File: src/lpbias_pkg.sv
package lpbias_pkg;
    // ========================================
    // Register map
    localparam logic [15:0] LPBIAS_REF_CTRL_OFS = 16'h2050;
    localparam logic [15:0] LPBIAS_DAC_DATA_OFS = 16'h2120;
    localparam logic [15:0] LPBIAS_DAC_CTRL_OFS = 16'h2128;
    localparam logic [15:0] LPBIAS_AMP_CTRL_OFS = 16'h20ec;
    localparam logic [15:0] LPBIAS_AMP_SW_OFS = 16'h20e4;
    localparam logic [15:0] LPBIAS_CM_SW_OFS = 16'h235c;
    // ========================================
    // Field positions and widths
    localparam int LPBIAS_FINE_LSB = 0;
    localparam int LPBIAS_FINE_W = 12;
    localparam int LPBIAS_COARSE_LSB = 12;
    localparam int LPBIAS_COARSE_W = 6;
    localparam int LPBIAS_BUF_PD_BIT = 1;
    localparam int LPBIAS_BG_PD_BIT = 0;
    localparam int LPBIAS_CM_SW_BIT = 3;
    localparam int LPBIAS_WREN_BIT = 0;
    localparam int LPBIAS_GAIN_LSB = 5;
    localparam int LPBIAS_GAIN_W = 5;
    localparam int LPBIAS_AMP_SW_W = 14;
    localparam int LPBIAS_DIODE_SW = 0;
    localparam int LPBIAS_BUFMODE_SW = 10;
    // Force/sense switches closed by a gain write
    localparam logic [13:0] LPBIAS_FS_SW_MASK = 14'h3000;
    // ========================================
    // Reset values
    localparam logic [31:0] LPBIAS_RESET_VAL = 32'h0000_0000;
    localparam logic [31:0] LPBIAS_UNMAPPED_VAL = 32'h0000_0000;

    typedef struct packed {
        logic buffer_powerdown;
        logic bandgap_powerdown;
        logic common_mode_switch_on;
        logic [13:0] amp_switches;
        logic potentiostat_unity_buffer;
        logic [4:0] amp_gain_select;
        logic [5:0] coarse_bias_code;
        logic [11:0] fine_bias_code;
    } lpbias_ctrl_t;
endpackage : lpbias_pkg

File: src/lpbias_regs.sv
// Design decision made here: the Avalon-MM interface to the registers.
`timescale 1ns/100ps
`default_nettype none
module lpbias_regs (
    input wire logic clk_i,
    input wire logic reset_i,
    input wire logic [15:0] avs_address_i,
    input wire logic avs_read_i,
    input wire logic avs_write_i,
    input wire logic [31:0] avs_writedata_i,
    input wire logic [3:0] avs_byteenable_i,
    output logic [31:0] avs_readdata_o,
    output logic avs_waitrequest_o,
    output lpbias_pkg::lpbias_ctrl_t ctrl_o
);

    // ========================================
    // Bus handshake: one wait cycle, answer on the second edge
    logic ack_reg;
    logic [31:0] wdata;
    logic wr_go;
    logic rd_go;
    always_comb begin
        for (int i = 0; i < 4; i++) begin
            wdata[i*8 +: 8] = avs_byteenable_i[i] ?
                avs_writedata_i[i*8 +: 8] : 8'h00;
        end
    end
    assign wr_go = avs_write_i && !ack_reg;
    assign rd_go = avs_read_i && !ack_reg;
    // Byte lane merge keeps the unselected bytes
    function automatic logic [31:0] merge(input logic [31:0] old_v);
        logic [31:0] m;
        m = '0;
        for (int i = 0; i < 4; i++) begin
            m[i*8 +: 8] = avs_byteenable_i[i] ? 8'hff : 8'h00;
        end
        return (old_v & ~m) | (wdata & m);
    endfunction

    always_ff @(posedge clk_i) begin
        if (reset_i) begin
            ack_reg <= 1'b0;
        end else begin
            ack_reg <= (avs_read_i || avs_write_i) && !ack_reg;
        end
    end
    // Registered so the pin comes straight from a flop
    always_ff @(posedge clk_i) begin
        if (reset_i) begin
            avs_waitrequest_o <= 1'b1;
        end else begin
            avs_waitrequest_o <= !((avs_read_i || avs_write_i) && !ack_reg);
        end
    end

    // ========================================
    // Registers
    logic [31:0] ref_reg;
    logic [31:0] dac_reg;
    logic [31:0] dacctl_reg;
    logic [31:0] ampctl_reg;
    logic [31:0] ampsw_reg;
    logic [31:0] cm_reg;
    logic [31:0] ampsw_next;

    always_ff @(posedge clk_i) begin
        if (reset_i) begin
            ref_reg <= lpbias_pkg::LPBIAS_RESET_VAL;
            cm_reg <= lpbias_pkg::LPBIAS_RESET_VAL;
            dacctl_reg <= lpbias_pkg::LPBIAS_RESET_VAL;
            ampctl_reg <= lpbias_pkg::LPBIAS_RESET_VAL;
        end else if (wr_go) begin
            if (avs_address_i == lpbias_pkg::LPBIAS_REF_CTRL_OFS) begin
                ref_reg <= merge(ref_reg) & 32'h0000_0003;
            end else if (avs_address_i == lpbias_pkg::LPBIAS_CM_SW_OFS) begin
                cm_reg <= merge(cm_reg) & 32'h0000_0008;
            end else if (avs_address_i ==
                    lpbias_pkg::LPBIAS_DAC_CTRL_OFS) begin
                dacctl_reg <= merge(dacctl_reg) & 32'h0000_0001;
            end else if (avs_address_i ==
                    lpbias_pkg::LPBIAS_AMP_CTRL_OFS) begin
                ampctl_reg <= merge(ampctl_reg) & 32'h0000_03e0;
            end
        end
    end

    // Gain write forces the force/sense pair closed
    always_comb begin
        ampsw_next = merge(ampsw_reg) & 32'h0000_3fff;
    end
    always_ff @(posedge clk_i) begin
        if (reset_i) begin
            ampsw_reg <= lpbias_pkg::LPBIAS_RESET_VAL;
        end else if (wr_go &&
                avs_address_i == lpbias_pkg::LPBIAS_AMP_SW_OFS) begin
            ampsw_reg <= ampsw_next;
        end else if (wr_go &&
                avs_address_i == lpbias_pkg::LPBIAS_AMP_CTRL_OFS &&
                (avs_byteenable_i[0] || avs_byteenable_i[1])) begin
            ampsw_reg <= ampsw_reg |
                {18'h00000, lpbias_pkg::LPBIAS_FS_SW_MASK};
        end
    end

    // Data register is held clear while writes are disabled
    always_ff @(posedge clk_i) begin
        if (reset_i || !dacctl_reg[lpbias_pkg::LPBIAS_WREN_BIT]) begin
            dac_reg <= lpbias_pkg::LPBIAS_RESET_VAL;
        end else if (wr_go &&
                avs_address_i == lpbias_pkg::LPBIAS_DAC_DATA_OFS) begin
            dac_reg <= merge(dac_reg) & 32'h0003_ffff;
        end
    end

    // ========================================
    // Read path
    always_ff @(posedge clk_i) begin
        if (reset_i) begin
            avs_readdata_o <= lpbias_pkg::LPBIAS_UNMAPPED_VAL;
        end else if (rd_go) begin
            if (avs_address_i == lpbias_pkg::LPBIAS_REF_CTRL_OFS) begin
                avs_readdata_o <= ref_reg;
            end else if (avs_address_i ==
                    lpbias_pkg::LPBIAS_DAC_DATA_OFS) begin
                avs_readdata_o <= dac_reg;
            end else if (avs_address_i ==
                    lpbias_pkg::LPBIAS_DAC_CTRL_OFS) begin
                avs_readdata_o <= dacctl_reg;
            end else if (avs_address_i ==
                    lpbias_pkg::LPBIAS_AMP_CTRL_OFS) begin
                avs_readdata_o <= ampctl_reg;
            end else if (avs_address_i == lpbias_pkg::LPBIAS_AMP_SW_OFS) begin
                avs_readdata_o <= ampsw_reg;
            end else if (avs_address_i == lpbias_pkg::LPBIAS_CM_SW_OFS) begin
                avs_readdata_o <= cm_reg;
            end else begin
                avs_readdata_o <= lpbias_pkg::LPBIAS_UNMAPPED_VAL;
            end
        end
    end

    // ========================================
    // Analog control outputs, registered
    always_ff @(posedge clk_i) begin
        if (reset_i) begin
            ctrl_o <= '0;
        end else begin
            ctrl_o.buffer_powerdown <=
                ref_reg[lpbias_pkg::LPBIAS_BUF_PD_BIT];
            ctrl_o.bandgap_powerdown <=
                ref_reg[lpbias_pkg::LPBIAS_BG_PD_BIT];
            ctrl_o.common_mode_switch_on <=
                cm_reg[lpbias_pkg::LPBIAS_CM_SW_BIT];
            ctrl_o.amp_switches <= ampsw_reg[13:0];
            ctrl_o.potentiostat_unity_buffer <=
                ampsw_reg[lpbias_pkg::LPBIAS_BUFMODE_SW];
            ctrl_o.amp_gain_select <= ampctl_reg[9:5];
            ctrl_o.coarse_bias_code <= dac_reg[17:12];
            ctrl_o.fine_bias_code <= dac_reg[11:0];
        end
    end

    // ========================================
    // Check helpers
    // Decoder kept apart from the read mux so a broken mux still trips
    logic addr_mapped;
    always_comb begin
        if (avs_address_i == lpbias_pkg::LPBIAS_REF_CTRL_OFS) begin
            addr_mapped = 1'b1;
        end else if (avs_address_i == lpbias_pkg::LPBIAS_DAC_DATA_OFS) begin
            addr_mapped = 1'b1;
        end else if (avs_address_i == lpbias_pkg::LPBIAS_DAC_CTRL_OFS) begin
            addr_mapped = 1'b1;
        end else if (avs_address_i == lpbias_pkg::LPBIAS_AMP_CTRL_OFS) begin
            addr_mapped = 1'b1;
        end else if (avs_address_i == lpbias_pkg::LPBIAS_AMP_SW_OFS) begin
            addr_mapped = 1'b1;
        end else if (avs_address_i == lpbias_pkg::LPBIAS_CM_SW_OFS) begin
            addr_mapped = 1'b1;
        end else begin
            addr_mapped = 1'b0;
        end
    end
endmodule // lpbias_regs
`default_nettype wire

File: config.mk
export PLATFORM = sky130hd
export DESIGN_NAME = lpbias_regs
export DESIGN_NICKNAME = d
export VERILOG_FILES = /design/src/lpbias_pkg.sv /design/src/lpbias_regs.sv
export SDC_FILE = /design/constraint.sdc
export NUM_CORES = 1
export LEC_CHECK = 0
export BUFFER_PORTS_ARGS = -buffer_cell sky130_fd_sc_hd__buf_2
export CAP_MARGIN = 20
export CORE_AREA = 10 10 97 99
export CTS_CLUSTER_SIZE = 28
export DETAILED_ROUTE_END_ITERATION = 10
export DIE_AREA = 0 0 107 109
export MAX_ROUTING_LAYER = met4
export PLACE_DENSITY = 0.81
export SLEW_MARGIN = 20
export SYNTH_ARGS = -nofsm -noshare
export SYNTH_HDL_FRONTEND = slang
export SYNTH_SLANG_ARGS = --single-unit
File: constraint.sdc
create_clock -name clk_i -period 5.49 [get_ports clk_i]
set_clock_uncertainty 0.1 [all_clocks]
set_input_delay 0.2745 -clock clk_i [delete_from_list [all_inputs] [get_ports clk_i]]
set_output_delay 0.2745 -clock clk_i [all_outputs]
set_load 0.05 [all_outputs]
=== Word-level counts from Yosys, hierarchy flattened ===
Cells that the tools add are included.

* Output and inout port bits: 74
* Flip-flop bits (word level): 116
* Bits of input ports: 56
* Logic and storage cells: 73

* Multiplexer cells: 14
* Equality and inequality tests: 6
* Reductions and logical operators: 18
* Bitwise logic cells: 17

{| class="wikitable"
|+ Operators by type and width
! operator !! number
|-
| 16-bit by 14-bit == test with 1-bit output, second input constant || 6
|-
| 14-bit two-way mux || 5
|-
| 18-bit AND || 2
|-
| 18-bit two-way mux || 2
|-
| 8-bit two-way mux || 4
|-
| 18-bit inverter || 1
|-
| 18-bit OR || 1
|-
| 14-bit AND || 1
|-
| 14-bit OR || 1
|-
| 10-bit AND || 1
|-
| 10-bit OR || 1
|-
| 1-bit logical AND || 7
|-
| 5-bit AND reduction || 1
|-
| 4-bit AND || 1
|-
| 2-bit two-way mux || 2
|-
| 4-bit two-way mux || 1
|-
| 4-bit OR || 1
|-
| 4-bit AND reduction || 1
|-
| 1-bit zero test || 3
|-
| 1-bit logical OR || 3
|-
| 1-bit inverter || 3
|-
| 3-bit AND reduction || 1
|-
| 2-bit AND || 1
|-
| 2-bit OR || 1
|-
| 4 further kinds || 4
|}

=== Longest topological paths before layout ===
Gate-level depths: netlist of the first run.

* Depth in word-level cells: 7
* Mapped depth: 8
* Depth with buffers taken out: 5

=== Worst setup path before layout of the first run ===
OpenSTA, ideal clock, no wires.

* Kind: input-to-reg
* From: input port avs_address_i[11]
* To: register avs_readdata_o[13]
* Arrival: 2.035 ns
* Library setup time: 0.122 ns
* Stages on the path: 7
* Buffers on the path: 2
* Setup slack: 3.233 ns
* Required time: 5.268 ns
* Path through: or4b_1 buf_6 nor4_4 or3_1 nor3_2 buf_6 a221o_1

* Word-level cells in the longest chain between the ends: 6
* Elaborated cells between the ends (all ways): 10
* Those cells by class: eq/ne: 5; mux: 5

{| class="wikitable"
|+ RTL lines
! what !! RTL line !! text
|-
| start, declared || lpbias_regs.sv:7 || <nowiki>input wire logic [15:0] avs_address_i,</nowiki>
|-
| 16-bit by 14-bit == test with 1-bit output || n/a ||
|-
| 14-bit two-way mux || lpbias_regs.sv:133 || <nowiki>end else if (avs_address_i == lpbias_pkg::LPBIAS_AMP_SW_OFS) begin</nowiki>
|-
| 14-bit two-way mux || lpbias_regs.sv:130 || <nowiki>end else if (avs_address_i ==</nowiki>
|-
| 14-bit two-way mux || lpbias_regs.sv:127 || <nowiki>end else if (avs_address_i ==</nowiki>
|-
| 18-bit two-way mux || lpbias_regs.sv:124 || <nowiki>end else if (avs_address_i ==</nowiki>
|-
| 18-bit two-way mux (*) || lpbias_regs.sv:122 || <nowiki>if (avs_address_i == lpbias_pkg::LPBIAS_REF_CTRL_OFS) begin</nowiki>
|-
| end signal, assigned || lpbias_regs.sv:123 || <nowiki>avs_readdata_o <= ref_reg;</nowiki>
|-
| end signal, assigned || lpbias_regs.sv:126 || <nowiki>avs_readdata_o <= dac_reg;</nowiki>
|-
| end signal, assigned || lpbias_regs.sv:129 || <nowiki>avs_readdata_o <= dacctl_reg;</nowiki>
|-
| end, declared || lpbias_regs.sv:12 || <nowiki>output logic [31:0] avs_readdata_o,</nowiki>
|}

Mark *: on every way between the ends. The rest lies on a longest branch, timed or not.
A chain may end at the register's enable or synchronous reset.

=== Worst setup path after layout of the first run ===
Ends and elaborated chain as after synthesis.

==> flow_summary.ini, run 1 <==
[floorplan]
initial_utilization_pct = 50.96
fp.coreArea_sq_um = 7527
die_height_microns = 109
pin_count = 130
row_count = 32
floorplan.die.width_microns = 107
dieArea_sq_um = 11660

[power_and_ir_drop]
power_leakage_nw = 1.964
power.switching_mw = 0.3190
power.switching_fraction_pct = 24.81
power_density_nw_per_um2 = 283.5
cellInternalPower_mw = 0.9670
combinationalPowerShare_pct = 5.7
vdd_ir_drop_max_uv = 118.9
clock_power_share_pct = 37.2
seq_power_share_pct = 57.1

[drt]
drcViolationCount = 0
via_per_inst = 5.135
detail_route.wl_per_cell_microns = 16.65
wirelength_microns = 9510
drt_pre_antenna_iters = 4
final_antenna_net_count = 0
drt_iter0_markers = 159
route.vias.total = 2932

[global_route]
grt.overflow.total = 0
grtUsageTotal_pct = 16.48
grt_pass1_vias = 3005
global_route_wire_length_before_repair_microns = 14700
maximum_number_of_pins_on_one_net_before_global_route_repair = 75
initial_antenna_violation_count = 0

[finish]
num_antenna_cells = 0
final_cell_mix = 101 x sky130_fd_sc_hd__dfxtp_1, 100 x sky130_fd_sc_hd__buf_2, 51 x sky130_fd_sc_hd__nor2_1
layout.core_utilization_pct = 60.27
layout.filler_cells = 683
final_area_sq_um = 4537
fin_nets = 520
area.growth.synth_to_final_pct = 18.26
post_route_cells_drive_above_1_share_pct = 27.93
layout_commonest_cell = sky130_fd_sc_hd__dfxtp_1

[yosys]
gate_count_after_technology_mapping = 372
combinational_family_with_the_most_area_after_synthesis = simple AND/OR/NAND/NOR gates
compound_gate_fraction_of_synth_area_pct = 8.252
post_synth_and_or_nand_nor_area_fraction_pct = 23.16
synth_async_sr_flop_share_pct = 0
muxShareOfSynthArea_pct = 9.915
avgSynthCellArea_sq_um = 10.31
yosys_warnings = 0
synthXorXnorAreaFrac_pct = 0
synth_edf_count = 0
synthDistinctLibCells = 46
synth_top_flop_cell = sky130_fd_sc_hd__dfxtp_1
synth_fa_ha_area_share_pct = 0
synthesis.area_sq_um = 3836
yosysSeqAreaShare_pct = 52.71
ys_ff_latch = 101

[worst_setup_path]
timing.critical_path.fanout_max = 8
worstPathArrival_ns = 2.74
critPathKind = primary input to flop
setup.worst_path.end_class = flop
critPathLaunchType = primary input
worst-endpoint-required_ns = 5.70

[timing]
unrepaired_setup_endpoints_after_global_routing = false
fmax_mhz = 395.9
timing.final.max_slew_violations = 0
timing.setup.tns_ns = 0
timing.final.crit_period_ns = 2.526
timing.final.hold_violations = 0
tightestPinTransition_ns = 0.8991
worst_relative_slew_slack_pct = 39.22
final.period_utilization_pct = 46.01
setup_viol = 0

[placed_design]
port-buffer-count = 100
place.detailed.hpwl_microns = 7150
placement.cell_area_sq_um = 4332
routabilityCongestion = 0.8263

[cts]
tritoncts = yes
hold_buffers = 0
clk_latency_ns = 0.37
cts.repair_timing.setup_buffer_count = 0
cts.clk_slew.worst_paths_ns = 0.10
cts_made_buffers = 9
clk_path_buf_depth = 2
cts_sinks = 101
cts_repair_resize_count = 0
cts_max_level = 3
clk_root_buffer_cell = sky130_fd_sc_hd__clkbuf_8

[outcome]
outcome = complete, no violations

[job]
maxCapViolCount = 0

[worst_hold_path]
hold_class = primary input to flop
Yosys cell counts (all sizes together), types with 6 or more instances:
cell type | count | area share, %
a21oi | 14 | 1.8
a221o | 7 | 1.8
a22o | 7 | 1.6
and2 | 10 | 1.6
buf | 22 | 4.2
clkbuf | 13 | 1.3
dfxtp | 101 | 53
mux2i | 38 | 9.9
nand2 | 6 | 0.59
nand3 | 7 | 0.91
nor2 | 51 | 5.0
nor2b | 41 | 6.7
metal layers:
layer  wire length, microns  track usage (%)
met3                    670            5.015
met4                    205            8.704
met2                   4816            28.27
met5                      0                -
met1                   3818            16.70
through the flow:
step                hold slack [ns]  std cells  power (mW)  setup WS, ns
floorplan                    0.3140        385      0.8059         3.233
global placement             0.3394        555      0.8221         2.741
detailed placement           0.3588        555      0.8234         2.652
CTS                         0.02235        571       1.292         3.032
global route                0.05008        571       1.329         3.007
finish                      0.03283        571       1.286         2.964
logic make-up (layout without fill, tap and decap cells):
| group | after synthesis | in the layout |
|---|---|---|
| buf+inv | 39 | 123 |
| simple gates | 150 | 150 |
| flops | 101 | 101 |
| compound gates | 43 | 43 |
| other cells | 1 | 14 |
| mux | 38 | 38 |
cell type report:
type	count	area (sq um)	area share, %
multi-input combinational	245	1644	36.24
sequential	101	2022	44.57
inverter	4	15.01	0.3309
clock buffer	9	123.9	2.730
tap	102	127.6	2.813
clock inverter	7	81.33	1.793
timing repair buffer	103	523.0	11.53
worst max-delay path, cell delays in order:
cell,delay [ns]
sky130_fd_sc_hd__buf_2,0.09
sky130_fd_sc_hd__or4b_1,0.71
sky130_fd_sc_hd__nor4b_1,0.81
sky130_fd_sc_hd__nand2_1,0.11
sky130_fd_sc_hd__nor2_1,0.49
sky130_fd_sc_hd__a221o_1,0.24
final timing paths:
path                                        from                               to  slack (ns)  cells past startpoint
setup / recovery               avs_address_i[11]  avs_readdata_o[13]$_SDFFE_PP0P_        2.96                      6
setup reg to reg              ack_reg$_SDFF_PP0_        ampsw_reg[4]$_SDFFE_PP0P_        3.19                      5
hold / removal               avs_writedata_i[14]                             flop        0.03                      3
hold reg to reg   avs_readdata_o[0]$_SDFFE_PP0P_   avs_readdata_o[0]$_SDFFE_PP0P_        0.37                      2
power groups by stage:
| stage | combinational [mW] | sequential [mW] | clock [mW] |
|---|---|---|---|
| 2_1_floorplan | 0.0531 | 0.753 | 0 |
| 3_3_place_gp | 0.0713 | 0.751 | 0 |
| 3_5_place_dp | 0.0726 | 0.751 | 0 |
| 4_1_cts | 0.0729 | 0.734 | 0.485 |
| 5_1_grt | 0.0791 | 0.734 | 0.516 |
| 6_report | 0.0739 | 0.734 | 0.478 |
Note: power is estimated with default switching activity, not from simulation.
==> run 2: changes to the inputs <==
Settings changed: CORE_AREA 10 10 97 99 to 10 10 104 106, DIE_AREA 0 0 107 109 to 0 0 114 116, PLACE_DENSITY 0.81 to 0.74.
Clock period 5.49 ns to 2.3 ns, I/O delays scaled along.
==> run 2 against run 1 <==
Compared with the run above:
- global-route usage is 0.91 points lower
- sequential share of layout area is 3.5 points lower
- clock power is 140% higher
- critical path type unchanged
- highest routed layer unchanged
==> flow_summary.ini, run 2 (synthesis gave the netlist of run 1 again) <==
[placed_design]
routabilityCongestion = 0.8640
port-buffer-count = 100
post-place-cells = 579
place.detailed.hpwl_microns = 7406

[worst_setup_path]
crit_buf_inv = 3
critPathKind = primary input to flop
worst-endpoint-required_ns = 2.46
setup.worst_path.end_class = flop
crit_path_top_delay_cell = sky130_fd_sc_hd__or4b_1
worst_path_dominant_cell_family = simple AND/OR/NAND/NOR gates
worstPathCellList = buf_2 > or4b_1 > buf_4 > nor4_4 > or3_1 > nor3_2 > buf_12 > a221o_1
slowest_delay_ns = 0.62
worstPathArrival_ns = 2.04
timing.critical_path.fanout_max = 12
critPathLaunchType = primary input

[worst_hold_path]
hold_class = primary input to flop

[timing]
hold_ws_ns = 0.04950
tightestPinTransition_ns = 0.8899
timing.final.crit_period_ns = 1.873
worst_relative_slew_slack_pct = 40.45
setup_viol = 0
timing.setup.tns_ns = 0
unrepaired_setup_endpoints_after_global_routing = false
final.period_utilization_pct = 81.44
fmax_mhz = 533.8
timing.final.max_slew_violations = 0
timing.final.hold_violations = 0

[cts]
cts.repair_timing.setup_buffer_count = 0
cts_sinks = 101
tritoncts = yes
cts_made_buffers = 9
clk_root_buffer_cell = sky130_fd_sc_hd__clkbuf_8
clk_latency_ns = 0.37
clk_path_buf_depth = 2
cts.clk_slew.worst_paths_ns = 0.10
cts_max_level = 3

[global_route]
grt_pass1_vias = 3199
grtUsageTotal_pct = 15.57
grt.overflow.total = 0
global_route_wire_length_before_repair_microns = 16030
initial_antenna_violation_count = 0
maximum_number_of_pins_on_one_net_before_global_route_repair = 40

[floorplan]
initial_utilization_pct = 44.20
die_height_microns = 116
dieArea_sq_um = 13220
pin_count = 130
row_count = 34
floorplan.die.width_microns = 114
fp.coreArea_sq_um = 8678

[drt]
drcViolationCount = 0
route.vias.total = 3074
detail_route.wl_per_cell_microns = 16.21
final_antenna_net_count = 0
drt_pre_antenna_iters = 4
drt_iter0_markers = 248
wirelength_microns = 9970
via_per_inst = 4.998

[finish]
fin_nets = 558
layout.filler_cells = 775
layout_cells_excl_fill = 615
final_cell_mix = 101 x sky130_fd_sc_hd__dfxtp_1, 100 x sky130_fd_sc_hd__buf_2, 51 x sky130_fd_sc_hd__nor2_1
post_route_cells_drive_above_1_share_pct = 29.39
layout_commonest_cell = sky130_fd_sc_hd__dfxtp_1
num_antenna_cells = 0
area.growth.synth_to_final_pct = 28.28

[power_and_ir_drop]
power_leakage_nw = 2.151
power_density_nw_per_um2 = 628.2
vdd_ir_drop_max_uv = 275.7

[outcome]
outcome = complete, no violations

[job]
maxCapViolCount = 0
==> run 2: cell count changes in the layout (fill, tap and decap cells not counted), moves of 2 or more <==
cell	change
sky130_fd_sc_hd__buf_4	+14
sky130_fd_sc_hd__clkinv_2	+2
sky130_fd_sc_hd__dlygate4sd3_1	+20
sky130_fd_sc_hd__buf_12	+4
==> run 2: layer usage <==
| metal | vias to the layer above | share of wire (%) | track usage, % |
|---|---|---|---|
| li1 | 1512 | - | - |
| met1 | 1449 | 45 | 17.60 |
| met3 | 12 | 6.2 | 4.651 |
| met2 | 101 | 47 | 25.13 |
| met5 | - | 0 | - |
| met4 | 0 | 2.0 | 6.683 |
==> run 2: cell type report <==
class | instances | area [sq um] | area share, %
repair buffers | 141 | 908.4 | 18.46
clock inverters | 7 | 72.57 | 1.475
flip-flops and latches | 101 | 2022 | 41.09
well taps | 108 | 135.1 | 2.746
multi-input cells | 245 | 1644 | 33.41
inverters | 4 | 15.01 | 0.3051
clock buffers | 9 | 123.9 | 2.517
==> run 2: worst register-to-register path: cells and delay by family (launching register included) <==
| family | cells | cell delay, ns |
|---|---|---|
| mux | 1 | 0.20 |
| simple gates | 4 | 0.72 |
| buf+inv | 2 | 0.39 |
| flops | 1 | 0.33 |
==> run 2: power by group <==
part | switching, mW | internal [mW] | total (mW)
Sequential | 0.00156 | 1.75 | 1.75
Clock | 0.620 | 0.507 | 1.13
Combinational | 0.142 | 0.0707 | 0.213
Total | 0.764 | 2.33 | 3.09
==> run 2: path summary, 6_finish.rpt <==
kind | from | to | slack, ns | cells past startpoint
max | avs_address_i[11] | avs_readdata_o[4]$_SDFFE_PP0P_ | 0.43 | 8
min | avs_byteenable_i[0] | flop | 0.05 | 5
max reg2reg | ack_reg$_SDFF_PP0_ | flop | 0.47 | 7
min reg2reg | flop | ctrl_o[39]$_SDFF_PP0_ | 0.38 | 2
==> run 2: through the flow <==
stage	worst slack (ns)	total power, mW	cell area [sq um]	util [%]
after floorplan	0.2024	1.924	3885	-
after global placement	0.05909	1.971	4524	52.13
after detailed placement	0.02769	1.976	4524	52.13
after CTS	0.4363	3.107	4921	56.70
after global routing	0.3361	3.200	4921	56.70
final	0.4268	3.091	4921	56.70
==> run 2: repair_timing <==
item / 4_1_cts / 5_1_grt
gates resized for setup: 0 / 0
endpoints found under the hold margin: 44 / 0
hold buffers: 20 / 0
